### src/shared/rss_defs.svh
/*
  Constants of the readout set-up sequencer: device register offsets,
  field positions, recommended values and command codes.
  Assumes it is included by its bare name from the package and modules.
*/
// Functional notes
// issue a global reset command before any configuration write.
// have the pixel pulse-allow and mask latches initialised every time.
// run the transmitter start-up only for inner or outer master chips.
// program oscillator stage count and bandwidth; nominal four, narrow.
// program charge pump current to a valid value, nominal 4'b1000.
// clear power-off, then set and clear PLL reset, other bits unchanged.
// chips take the bus token after predecessor header and trailer.
// only one chip of a module may carry the first-in-chain flag.
// a written first-in-chain flag waits for readout reset to act.
// inner chips may keep predecessor 4'b1111 and first-in-chain zero.
// slice mask bit zero masks storage slice zero.
// continuous internal windows start on a trigger, later ones re-time.
// test pulse mode zero gives digital pulse, one gives analog pulse.
// with test window enabled also program both pulsing registers.
// window length counts in main clock periods of 25 ns.
// chip mode 2'b01 triggered, 2'b10 continuous; write enters readout.
// readout speed one gives 20 kHz, zero gives 10 kHz.
// link speed 0 400 Mbps, 1 600 Mbps, 2 or 3 1200 Mbps.
// mode register write last, then readout reset, then triggers.
// readout reset commits first-in-chain; token holder drives the bus.
// load-outer-default writes master plus six slaves chain settings.
// load-outer-default is followed by an automatic readout reset.
`ifndef RSS_DEFS_SVH
`define RSS_DEFS_SVH

// ----------------------------------------------------------------------
// device register offsets
// ----------------------------------------------------------------------
`define RSS_REG_MODE_CTRL   16'h0001
`define RSS_REG_STRB_CFG1   16'h0004
`define RSS_REG_STRB_CFG2   16'h0005
`define RSS_REG_PULSE_CFG1  16'h0007
`define RSS_REG_PULSE_CFG2  16'h0008
`define RSS_REG_CHAIN_CFG   16'h0010
`define RSS_REG_TX_CFG      16'h0014
`define RSS_REG_TX_DACS     16'h0015

// ----------------------------------------------------------------------
// field positions
// ----------------------------------------------------------------------
`define RSS_TX_STAGES_LSB   0
`define RSS_TX_BW_BIT       2
`define RSS_TX_PLL_OFF_BIT  3
`define RSS_TX_PLL_RST_BIT  8
`define RSS_DAC_CP_LSB      0
`define RSS_DAC_LINE_LSB    4
`define RSS_DAC_PRE_LSB     8
`define RSS_CH_PRED_LSB     0
`define RSS_CH_FIRST_BIT    4
`define RSS_S1_MASK_LSB     0
`define RSS_S1_INTSTRB_BIT  3
`define RSS_S1_BUSYMON_BIT  4
`define RSS_S1_PMODE_BIT    5
`define RSS_S1_TWIN_BIT     6
`define RSS_MD_MODE_LSB     0
`define RSS_MD_CLUSTER_BIT  2
`define RSS_MD_SPEED_BIT    3
`define RSS_MD_LINK_LSB     4

// ----------------------------------------------------------------------
// recommended values
// ----------------------------------------------------------------------
`define RSS_NOM_STAGES      2'h1
`define RSS_NOM_CP          4'h8
`define RSS_PRED_NONE       4'hF
`define RSS_MODE_TRIG       2'h1
`define RSS_MODE_CONT       2'h2
`define RSS_WIN_STEP_NS     25

// ----------------------------------------------------------------------
// command codes (values on the command lane)
// ----------------------------------------------------------------------
`define RSS_CMD_GLOBAL_RST  8'hD2
`define RSS_CMD_RO_RST      8'h63
`define RSS_CMD_LOAD_OUTER  8'hC0

`endif

### src/shared/rss_pkg.sv
/*
  Types of the readout set-up sequencer.
  Assumes rss_defs.svh is reachable on the include path.
*/
`include "rss_defs.svh"
package rss_pkg;

  // ----------------------------------------------------------------------
  // chip role and sequence steps
  // ----------------------------------------------------------------------
  typedef enum logic [1:0] {
    RSS_ROLE_INNER  = 2'h0,
    RSS_ROLE_MASTER = 2'h1,
    RSS_ROLE_SLAVE  = 2'h2
  } rss_role_t;

  typedef enum logic [3:0] {
    RSS_ST_IDLE     = 4'h0,
    RSS_ST_GRST     = 4'h1,
    RSS_ST_PIXINIT  = 4'h2,
    RSS_ST_TXDAC    = 4'h3,
    RSS_ST_TXCFG    = 4'h4,
    RSS_ST_PLLSET   = 4'h5,
    RSS_ST_PLLCLR   = 4'h6,
    RSS_ST_CHAIN    = 4'h7,
    RSS_ST_STRB1    = 4'h8,
    RSS_ST_STRB2    = 4'h9,
    RSS_ST_PULSE1   = 4'hA,
    RSS_ST_PULSE2   = 4'hB,
    RSS_ST_MODE     = 4'hC,
    RSS_ST_READOUT_RESET_COMMAND    = 4'hD,
    RSS_ST_READY    = 4'hE
  } rss_state_t;

endpackage : rss_pkg

### src/verilog/rss_access_port.sv
/*
  One device access at a time: a register write or a command.
  Assumes the device raises dev_ack for one cycle per accepted access.
*/
`timescale 1ns/1ns
`default_nettype none
`include "rss_defs.svh"
module rss_access_port
(
  input  wire logic        sys_clk,
  input  wire logic        rst_b,
  input  wire logic        launch,
  input  wire logic        launch_cmd,
  input  wire logic [15:0] launch_addr,
  input  wire logic [15:0] launch_data,
  output logic             busy,
  output logic             finished,
  output logic             dev_req,
  output logic             dev_is_cmd,
  output logic [15:0]      dev_addr,
  output logic [15:0]      dev_data,
  input  wire logic        dev_ack
);

  // ----------------------------------------------------------------------
  // hold request until acknowledged
  // ----------------------------------------------------------------------
  // a launch while dev_req is high is ignored; the sequencer never does that
  wire take = launch && !dev_req;

  always_ff @(posedge sys_clk or negedge rst_b)
  begin
    if (!rst_b)
    begin
      dev_req    <= 1'b0;
      dev_is_cmd <= 1'b0;
      dev_addr   <= 16'h0000;
      dev_data   <= 16'h0000;
      finished   <= 1'b0;
    end
    else
    begin
      finished <= dev_req && dev_ack;
      if (take)
      begin
        dev_req    <= 1'b1;
        dev_is_cmd <= launch_cmd;
        dev_addr   <= launch_addr;
        dev_data   <= launch_data;
      end
      else if (dev_ack)
        dev_req <= 1'b0;
    end
  end

  assign busy = dev_req || finished;

endmodule : rss_access_port
`default_nettype wire

### src/verilog/rss_sequencer.sv
/*
  Host-side bring-up sequencer: drives a chip through reset, pixel
  latch initialisation, transmitter start-up (inner and master chips), chain and window set-up,
  mode write and readout reset.
  Assumes a device access port with one-cycle dev_ack and a separate
  pixel latch loader answering pix_init_req with pix_init_done.
*/
`timescale 1ns/1ns
`default_nettype none
`include "rss_defs.svh"
module rss_sequencer
(
  input  wire logic              sys_clk,
  input  wire logic              rst_b,
  input  wire logic              start,
  input  wire rss_pkg::rss_role_t role,
  input  wire logic              use_load_outer,
  input  wire logic [1:0]        osc_stages,
  input  wire logic              loop_bw_wide,
  input  wire logic [3:0]        pump_current,
  input  wire logic [3:0]        line_current,
  input  wire logic [3:0]        pre_current,
  input  wire logic [3:0]        predecessor_identifier,
  input  wire logic              first_in_chain,
  input  wire logic [2:0]        event_slice_mask,
  input  wire logic              internal_windows,
  input  wire logic              test_pulse_analog,
  input  wire logic              test_window_enable,
  input  wire logic [15:0]       window_length,
  input  wire logic [15:0]       pulse_delay,
  input  wire logic [15:0]       pulse_length,
  input  wire logic [1:0]        chip_mode,
  input  wire logic              clustering,
  input  wire logic              readout_fast,
  input  wire logic [1:0]        link_speed,
  output logic                   busy,
  output logic                   ready_for_triggers,
  output logic                   config_error,
  output logic                   pix_init_req,
  input  wire logic              pix_init_done,
  output logic                   dev_req,
  output logic                   dev_is_cmd,
  output logic [15:0]            dev_addr,
  output logic [15:0]            dev_data,
  input  wire logic              dev_ack
);
  import rss_pkg::*;

  // ----------------------------------------------------------------------
  // state and latched transmitter word
  // ----------------------------------------------------------------------
  rss_state_t  state;
  rss_state_t  next_state;
  logic        issued;
  logic [15:0] tx_cfg;
  logic        port_busy;
  logic        port_done;

  // ----------------------------------------------------------------------
  // register words
  // ----------------------------------------------------------------------
  wire is_tx_chip  = (role == RSS_ROLE_INNER) || (role == RSS_ROLE_MASTER);
  wire is_inner    = (role == RSS_ROLE_INNER);
  wire mode_legal  = (chip_mode == `RSS_MODE_TRIG) ||
                     (chip_mode == `RSS_MODE_CONT);
  // continuous internal windows only meaningful in continuous mode
  wire int_win     = internal_windows &&
                     (chip_mode == `RSS_MODE_CONT);

  // power-off cleared, reset low; kept for the two reset writes
  wire [15:0] tx_cfg_word =
    (16'(osc_stages) << `RSS_TX_STAGES_LSB) |
    (16'(loop_bw_wide) << `RSS_TX_BW_BIT);

  // zero pump current is not a working setting; nominal substitutes
  wire [3:0] pump_ok = (pump_current == 4'h0) ? `RSS_NOM_CP
                                              : pump_current;
  wire [15:0] dac_word =
    (16'(pump_ok)      << `RSS_DAC_CP_LSB)   |
    (16'(line_current) << `RSS_DAC_LINE_LSB) |
    (16'(pre_current)  << `RSS_DAC_PRE_LSB);

  // inner chips sit outside any chain
  wire [3:0] pred_sel  = is_inner ? `RSS_PRED_NONE
                                  : predecessor_identifier;
  wire       first_sel = is_inner ? 1'b0 : first_in_chain;
  wire [15:0] chain_word =
    (16'(pred_sel)  << `RSS_CH_PRED_LSB) |
    (16'(first_sel) << `RSS_CH_FIRST_BIT);

  wire [15:0] strb1_word =
    (16'(event_slice_mask)   << `RSS_S1_MASK_LSB)    |
    (16'(int_win)            << `RSS_S1_INTSTRB_BIT) |
    (16'h0001                << `RSS_S1_BUSYMON_BIT) |
    (16'(test_pulse_analog)  << `RSS_S1_PMODE_BIT)   |
    (16'(test_window_enable) << `RSS_S1_TWIN_BIT);

  wire [15:0] mode_word =
    (16'(chip_mode)    << `RSS_MD_MODE_LSB)    |
    (16'(clustering)   << `RSS_MD_CLUSTER_BIT) |
    (16'(readout_fast) << `RSS_MD_SPEED_BIT)   |
    (16'(link_speed)   << `RSS_MD_LINK_LSB);

  // ----------------------------------------------------------------------
  // access selection per step
  // ----------------------------------------------------------------------
  logic        step_access;
  logic        step_cmd;
  logic [15:0] step_addr;
  logic [15:0] step_data;

  always_comb
  begin
    step_access = 1'b1;
    step_cmd    = 1'b0;
    step_addr   = 16'h0000;
    step_data   = 16'h0000;
    case (state)
      RSS_ST_GRST:
      begin
        step_cmd  = 1'b1;
        step_data = 16'(`RSS_CMD_GLOBAL_RST);
      end
      RSS_ST_TXDAC:
      begin
        step_addr = `RSS_REG_TX_DACS;
        step_data = dac_word;
      end
      RSS_ST_TXCFG:
      begin
        step_addr = `RSS_REG_TX_CFG;
        step_data = tx_cfg;
      end
      RSS_ST_PLLSET:
      begin
        step_addr = `RSS_REG_TX_CFG;
        step_data = tx_cfg | (16'h0001 << `RSS_TX_PLL_RST_BIT);
      end
      RSS_ST_PLLCLR:
      begin
        step_addr = `RSS_REG_TX_CFG;
        step_data = tx_cfg;
      end
      RSS_ST_CHAIN:
      begin
        step_cmd  = use_load_outer;
        step_addr = `RSS_REG_CHAIN_CFG;
        step_data = use_load_outer ? 16'(`RSS_CMD_LOAD_OUTER)
                                   : chain_word;
      end
      RSS_ST_STRB1:
      begin
        step_addr = `RSS_REG_STRB_CFG1;
        step_data = strb1_word;
      end
      RSS_ST_STRB2:
      begin
        step_addr = `RSS_REG_STRB_CFG2;
        step_data = window_length;
      end
      RSS_ST_PULSE1:
      begin
        step_addr = `RSS_REG_PULSE_CFG1;
        step_data = pulse_delay;
      end
      RSS_ST_PULSE2:
      begin
        step_addr = `RSS_REG_PULSE_CFG2;
        step_data = pulse_length;
      end
      RSS_ST_MODE:
      begin
        step_addr = `RSS_REG_MODE_CTRL;
        step_data = mode_word;
      end
      RSS_ST_READOUT_RESET_COMMAND:
      begin
        step_cmd  = 1'b1;
        step_data = 16'(`RSS_CMD_RO_RST);
      end
      default:
        step_access = 1'b0;
    endcase
  end

  wire launch = step_access && !issued && !port_busy;

  // ----------------------------------------------------------------------
  // step order
  // ----------------------------------------------------------------------
  always_comb
  begin
    next_state = state;
    case (state)
      RSS_ST_IDLE:
        if (start && mode_legal)
          next_state = RSS_ST_GRST;
      RSS_ST_GRST:
        if (port_done)
          next_state = RSS_ST_PIXINIT;
      RSS_ST_PIXINIT:
        if (pix_init_done)
          next_state = is_tx_chip ? RSS_ST_TXDAC
                                  : RSS_ST_CHAIN;
      RSS_ST_TXDAC:
        if (port_done)
          next_state = RSS_ST_TXCFG;
      RSS_ST_TXCFG:
        if (port_done)
          next_state = RSS_ST_PLLSET;
      RSS_ST_PLLSET:
        if (port_done)
          next_state = RSS_ST_PLLCLR;
      RSS_ST_PLLCLR:
        if (port_done)
          next_state = RSS_ST_CHAIN;
      RSS_ST_CHAIN:
        if (port_done)
          next_state = RSS_ST_STRB1;
      RSS_ST_STRB1:
        if (port_done)
          next_state = RSS_ST_STRB2;
      RSS_ST_STRB2:
        if (port_done)
          next_state = test_window_enable ? RSS_ST_PULSE1
                                          : RSS_ST_MODE;
      RSS_ST_PULSE1:
        if (port_done)
          next_state = RSS_ST_PULSE2;
      RSS_ST_PULSE2:
        if (port_done)
          next_state = RSS_ST_MODE;
      RSS_ST_MODE:
        if (port_done)
          next_state = RSS_ST_READOUT_RESET_COMMAND;
      RSS_ST_READOUT_RESET_COMMAND:
        if (port_done)
          next_state = RSS_ST_READY;
      RSS_ST_READY:
        if (start && mode_legal)
          next_state = RSS_ST_GRST;
      default:
        next_state = RSS_ST_IDLE;
    endcase
  end

  always_ff @(posedge sys_clk or negedge rst_b)
  begin
    if (!rst_b)
    begin
      state        <= RSS_ST_IDLE;
      issued       <= 1'b0;
      tx_cfg       <= 16'h0000;
      config_error <= 1'b0;
    end
    else
    begin
      state  <= next_state;
      issued <= (issued || launch) && !port_done;
      if (state == RSS_ST_TXDAC)
        tx_cfg <= tx_cfg_word;
      if (start && (state == RSS_ST_IDLE || state == RSS_ST_READY))
        config_error <= !mode_legal;
    end
  end

  // pixel loader request stays high until it reports completion
  assign pix_init_req       = (state == RSS_ST_PIXINIT);
  // triggers only after readout reset has been acknowledged
  assign ready_for_triggers = (state == RSS_ST_READY);
  assign busy               = (state != RSS_ST_IDLE) &&
                              (state != RSS_ST_READY);

  // ----------------------------------------------------------------------
  // device access port
  // ----------------------------------------------------------------------
  rss_access_port u_port
  (
    .sys_clk     (sys_clk),
    .rst_b       (rst_b),
    .launch      (launch),
    .launch_cmd  (step_cmd),
    .launch_addr (step_addr),
    .launch_data (step_data),
    .busy        (port_busy),
    .finished    (port_done),
    .dev_req     (dev_req),
    .dev_is_cmd  (dev_is_cmd),
    .dev_addr    (dev_addr),
    .dev_data    (dev_data),
    .dev_ack     (dev_ack)
  );

endmodule : rss_sequencer
`default_nettype wire
### config.mk
export PLATFORM = sky130hd
export DESIGN_NAME = rss_sequencer
export DESIGN_NICKNAME = d
export VERILOG_FILES = /design/src/shared/rss_pkg.sv /design/src/verilog/rss_access_port.sv /design/src/verilog/rss_sequencer.sv
export VERILOG_INCLUDE_DIRS = /design/src /design/src/shared
export SDC_FILE = /design/constraint.sdc
export NUM_CORES = 1
export LEC_CHECK = 0
export ABC_AREA = 1
export BUFFER_PORTS_ARGS = -buffer_cell sky130_fd_sc_hd__buf_2
export CORE_MARGIN = 2
export CORE_UTILIZATION = 40
export DETAILED_ROUTE_END_ITERATION = 8
export PLACE_DENSITY = 0.84
export SETUP_SLACK_MARGIN = 0.2
export SYNTH_ARGS = -nofsm -noshare
export SYNTH_HDL_FRONTEND = slang
export SYNTH_SLANG_ARGS = --single-unit
### constraint.sdc
create_clock -name sys_clk -period 1.53 [get_ports sys_clk]
set_input_delay 0.0765 -clock sys_clk [delete_from_list [all_inputs] [get_ports sys_clk]]
set_output_delay 0.0765 -clock sys_clk [all_outputs]
set_load 0.01 [all_outputs]
Word level (Yosys, flattened, before mapping)
Index checks and enable logic that the tools add are counted.
- register bits: 57
- bits of input ports: 88
- bitwise logic cells: 10
- muxes and demuxes: 27
- reduce and logical (&&, ||, !) cells: 30
- equality and inequality tests: 32
- operators with widths (operator ; count):
    one-hot mux 16 bit (11 select lines) ; 1
    2-to-1 mux 4 bit ; 16
    one-hot mux 4 bit (14 select lines) ; 1
    one-hot mux 5 bit (8 select lines) ; 1
    == test 4 bit, second input constant ; 7
    != test 2 x 1 -> 1 bit, second input constant ; 14
    == test 4 x 3 -> 1 bit, second input constant ; 4
    AND reduction 14 bit ; 1
    OR 8 x 12 -> 12 bit ; 1
    OR reduction 12 bit ; 1
    logical AND 1 bit ; 9
    == test 4 x 2 -> 1 bit, second input constant ; 2
    zero test 4 bit ; 2
    2-to-1 mux 8 bit ; 1
    OR 3 x 4 -> 4 bit ; 2
    OR 4 x 8 -> 8 bit ; 1
    OR 6 x 7 -> 7 bit ; 1
    2-to-1 mux 3 bit ; 2
    OR 2 x 3 -> 3 bit ; 2
    OR 4 x 6 -> 6 bit ; 1
    OR 5 x 6 -> 6 bit ; 1
    OR reduction 2 bit ; 3
    zero test 1 bit ; 5
    logical OR 1 bit ; 5
    other kinds (11) ; 15

Longest topological paths before layout
- depth in word-level cells: 7
- mapped depth: 10
- depth with buffers taken out: 10

Cells and area by module
From an unflattened synthesis, not the netlist that was laid out.
- cell total of the unflattened synthesis: 414
- area, all modules: 2723.9 um^2
- modules (own cells, without submodules) (module ; cells each ; times used ; area an instance (um^2) ; sequential area each (um^2)):
    rss_access_port ; 150 ; 1 ; 1398.8 ; 875.8
    rss_sequencer ; 264 ; 1 ; 1325.0 ; 225.2

Least setup slack after synthesis
No wires, ideal clock.
- kind: flip-flop to flip-flop
- start point: reg state[0]
- end point: reg state[0]
- period minus slack after synthesis: 1.383 ns
- path buffers: 1
- path slack: 0.147 ns
- arrival: 1.266 ns
- stages on the path, launching flop included: 10
- library setup time: 0.117 ns
- path through: dfrtp_1 buf_2 inv_1 nand2_2 nor2_2 nand2_1 nand3_2 inv_2 nand2_1 nand2_1
- elaborated cells between the ends (all ways): 32
- RTL lines (item ; line ; RTL):
    start, declared ; rss_sequencer.sv:52 ; rss_state_t state;
    start signal, assigned ; rss_sequencer.sv:258 ; state <= next_state;
    == test 4 x 2 -> 1 bit (*) ; n/a ;
    named net pix_init_req ; rss_sequencer.sv:39 ; output logic pix_init_req,
    != test 2 x 1 -> 1 bit (no source line) ; n/a ;
    AND reduction 14 bit (no source line) ; n/a ;
Mark *: on every way through the listed nets, which the timed path passes. The rest lies on a longest branch.
A chain may end at the register's enable or synchronous reset.

Worst setup path in the final report
- start point: reg state[2]
- end point: reg u_port.dev_data[7]
- cells in the longest elaborated chain, start to end: 6
- elaborated cells between the ends (all ways): 19
- RTL lines (item ; line ; RTL):
    == test 4 x 2 -> 1 bit (tied with other cells) ; rss_sequencer.sv:118 ; case (state)
    OR reduction 12 bit (no source line) ; n/a ;
    2-to-1 mux 1 bit ; rss_sequencer.sv:118 ;
    logical AND 1 bit (2 in a row) ; rss_sequencer.sv:186 ; wire launch = step_access && !issued && !port_busy;
    logical AND 1 bit ; rss_access_port.sv:29 ; wire take = launch && !dev_req;
    end signal, assigned ; rss_access_port.sv:49 ; dev_data <= launch_data;
    end, declared ; rss_access_port.sv:21 ; output logic [15:0] dev_data,
Several ways; a longest one is shown, not always the timed one.

==> parameters.txt <==
Parameter                              Value

Run status
  Run status    finished clean

Synthesis
  Portion of synthesized cell area occupied by the leading cell type    34.6%
  Post-synth EDFFs    0
  Share of the synthesized area in compound gates (AO/OA/AOI/OAI)    5.67%
  Unique masters post-synth    29
  Area contributors post-synth    dfrtp_1, nand2_1, nand3_1
  Post-synthesis share of cell area spent on full adders, half adders and majority gates    0.525%
  Predominant post-synthesis flop cell    dfrtp_1
  Synthesized instance count    372
  Library cell with the largest summed area after synthesis    dfrtp_1
  Post-synthesis simple-gate area fraction    46.8%
  Share of the yosys chip area belonging to registers    34.6%
  Most repeated cell in the gate-level netlist after synthesis    nand2_1
  Post-synth ARST share    100%
  Synth top cells by count    nand2_1, nand3_1, nor2_1, dfrtp_1, inv_1
  Number of warning messages in the yosys log    0
  Flops & latches, synth    33
  Multiplexer fraction of the synthesized cell area    0%
  Post-Synth XOR/XNOR Area    0%
  Mean area per synthesized cell    6.41 um^2
  Cell Area, Synth    2380 um^2
  Dominant combinational cell family by area after synthesis    simple AND/OR/NAND/NOR gates

Pwr
  Leakage power summed over all cells    0.00202 uW
  Pwr Density    1640 nW/um^2
  PnR Total Power    5750 uW
  Maximum resistive drop on vdd    0.941 mV

Clock network
  CTS root buf    clkbuf_8
  Clock Path Buffers    2
  Number of buffers created by CTS    5
  Clock slew at reported path FFs    80 ps
  Maximum level of the CTS H-tree    2
  Source-to-sink clock delay at the later pin of the worst-skew pair    300 ps
  TritonCTS clock tree    built
  CTS sink cnt    33

Timing
  Maximum frequency from static timing analysis    673 MHz
  Unrepaired setup endpoints after global routing    yes
  Final clock period utilization by the worst path    97.1%
  Max Slew Vio Count    0
  Fin. Hold Viols    0
  Final setup violation count    0
  Final worst clock skew    8.74 ps
  Shortest period the worst path allows    1490 ps

Worst setup path
  Endpoint of the lowest-slack register-to-register path    u_port.dev_data[7]$_DFFE_PN0P_
  Signal arrival time at the worst endpoint    1670 ps
  Worst setup EP type    flip-flop
  Critical register-to-register path startpoint    state[2]$_DFFE_PN0P_
  Crit Path Category    flip-flop to flip-flop
  Type of element launching the critical path    flip-flop
  Depth of the worst register-to-register path    10
  Highest net fanout along the worst path    14
  Required arrival time at the worst endpoint    1710 ps
  FF-to-FF setup slack    40 ps

Final layout
  Antenna diode instance count    0
  End-of-flow core utilization    60.1%
  Final layout net count    604
  Layout Cell Area excl Fill    3520 um^2
  Layout cells sized above 1    37.8%
  Count of placed standard cells in the final layout, fillers left out    591
  Area delta synth->final    47.5%

Die
  Initial standard-cell utilization of the core    40.7%
  Number of placement rows    28
  Core ar.    5850 um^2
  I/O pin total    126
  Die outline width    81.2 um
  Die ar.    6590 um^2
  Die extent in y    81.2 um

Place
  Total half-perimeter wirelength after legalization and detailed placement    5.74 mm
  Inst Count DP    564
  DP Area    3070 um^2
  Port-buffer cells    114
  GP Congestion    0.971

Min path
  Hold/Removal Path Class    input pin to flip-flop
  Worst hold start    window_length[14]
  Worst Hold Path EP    u_port.dev_data[14]$_DFFE_PN0P_
  Hold Path Cell Cnt    5

Routing
  Total vias in the final route    2916
  Number of routed nets with antenna violations    0
  Drc violations    0
  First-pass DRT Iterations    7
  First DRT Iteration DRCs    184
  Per-cell routed wire length    13.5 um
  Detailed-route wire length    7.99 mm
  Routed vias/inst    4.93

Flow run
  Total of max-cap violations    0

Global route
  Wire length of the first global-routing pass    12.1 mm
  Remaining global-route overflow    0
  Via count of the first global-routing pass    2651
  Pin count of the biggest net entering global routing    34
  Antenna violations before repair    0
  All-layer global routing usage    24.3%
-- cell type report --
class	instances	area [um^2]
fill	531	2330
multi-input combinational	295	1450
timing repair buffer	147	923
sequential	33	831
inverter	33	136
tap	75	93.8
clock buffer	5	68.8
clock inverter	3	17.5
-- through the flow --
stage	hold WS [ps]	setup WS, ps	TNS (ps)
2_1_floorplan	-219	226	0
3_3_place_gp	125	39.3	0
3_5_place_dp	129	-15.2	-17.6
4_1_cts	73.9	109	0
5_1_grt	101	-10.3	-10.3
6_report	78.2	44.7	0
-- sequential cells by signal, indices dropped and copies added (netlist names) --
signal             cells
u_port.dev_req         1
u_port.finished        1
u_port.dev_data       16
issued                 1
u_port.dev_is_cmd      1
state                  4
u_port.dev_addr        5
tx_cfg                 3
config_error           1
-- how the worst max path moves through the flow --
| stage | cells past startpoint | to | startpoint |
|---|---|---|---|
| 6_report | 10 | u_port.dev_data[7]$_DFFE_PN0P_ | state[2]$_DFFE_PN0P_ |
| 3_5_place_dp | 9 | u_port.dev_data[4]$_DFFE_PN0P_ | state[0]$_DFFE_PN0P_ |
| 5_1_grt | 5 | busy | state[3]$_DFFE_PN0P_ |
| 4_1_cts | 5 | busy | state[0]$_DFFE_PN0P_ |
| 2_1_floorplan | 8 | u_port.dev_data[0]$_DFFE_PN0P_ | state[3]$_DFFE_PN0P_ |
| 3_3_place_gp | 9 | u_port.dev_data[7]$_DFFE_PN0P_ | state[0]$_DFFE_PN0P_ |
-- where the power goes --
part	internal (uW)	switching, uW
Clock	314	355
Sequential	1250	324
Combinational	1440	2070
-- kinds of logic (layout without fill, tap and decap cells) --
group / count (synthesis) / after routing
simple gates: 257 / 259
buf+inv: 56 / 188
flops: 33 / 33
compound gates: 24 / 24
fa+ha+maj: 1 / 1
other cells: 1 / 11
-- worst max-delay path, cell delays in order (launching register included) --
cell and delay (ps):
dfrtp_2 480, inv_4 70, nand2_4 150, nor2_4 60, buf_12 140, nand2_1 50, nand2_1 70, nor2_2 130
nand2_1 70, nand2_1 60, nand2_1 50
-- per-layer routing --
layer	wire length [um]	vias to the layer above	share of wire (%)	track usage [%]
met2	3930	132	49	41.2
met1	3310	1341	41	31.4
li1	-	1428	-	-
met5	0	-	0	0
met4	108	0	1.4	6.78
met3	637	15	8.0	4.89
-- cell usage in the layout (no fill, tap or decap), types with 2 or more instances in the layout --
cell           netlist  routed
inv_2                5       3
buf_4               16      16
inv_4                0       3
nand2_2              6       7
buf_12               0       3
buf_2                5     113
conb_1               1      11
nand2_4              0       3
o21ai_0              6       5
a21oi_1              3       3
nand3_4              0       2
clkbuf_8             0       5
nor2_4               4       9
nand2_1            158     152
nand3_1             38      38
nor2_2               5       8
nand4_1              3       3
clkinv_2             0       2
dfrtp_2              0       4
nand2_8              0       2
o21ai_1              9      10
dfrtp_1             33      29
buf_6                2       8
dlygate4sd3_1        0       6
inv_1               28      26
nor2_1              37      30
-- timing repair --
item	4_1_cts	5_1_grt
endpoints found under the setup margin	29	31
cloned	4	0
pin swaps	9	5
buffers inserted	7	2
endpoints found under the hold margin	39	0
hold buffers	6	0
resized for setup	27	21
Note: power is estimated with default switching activity, not from simulation.
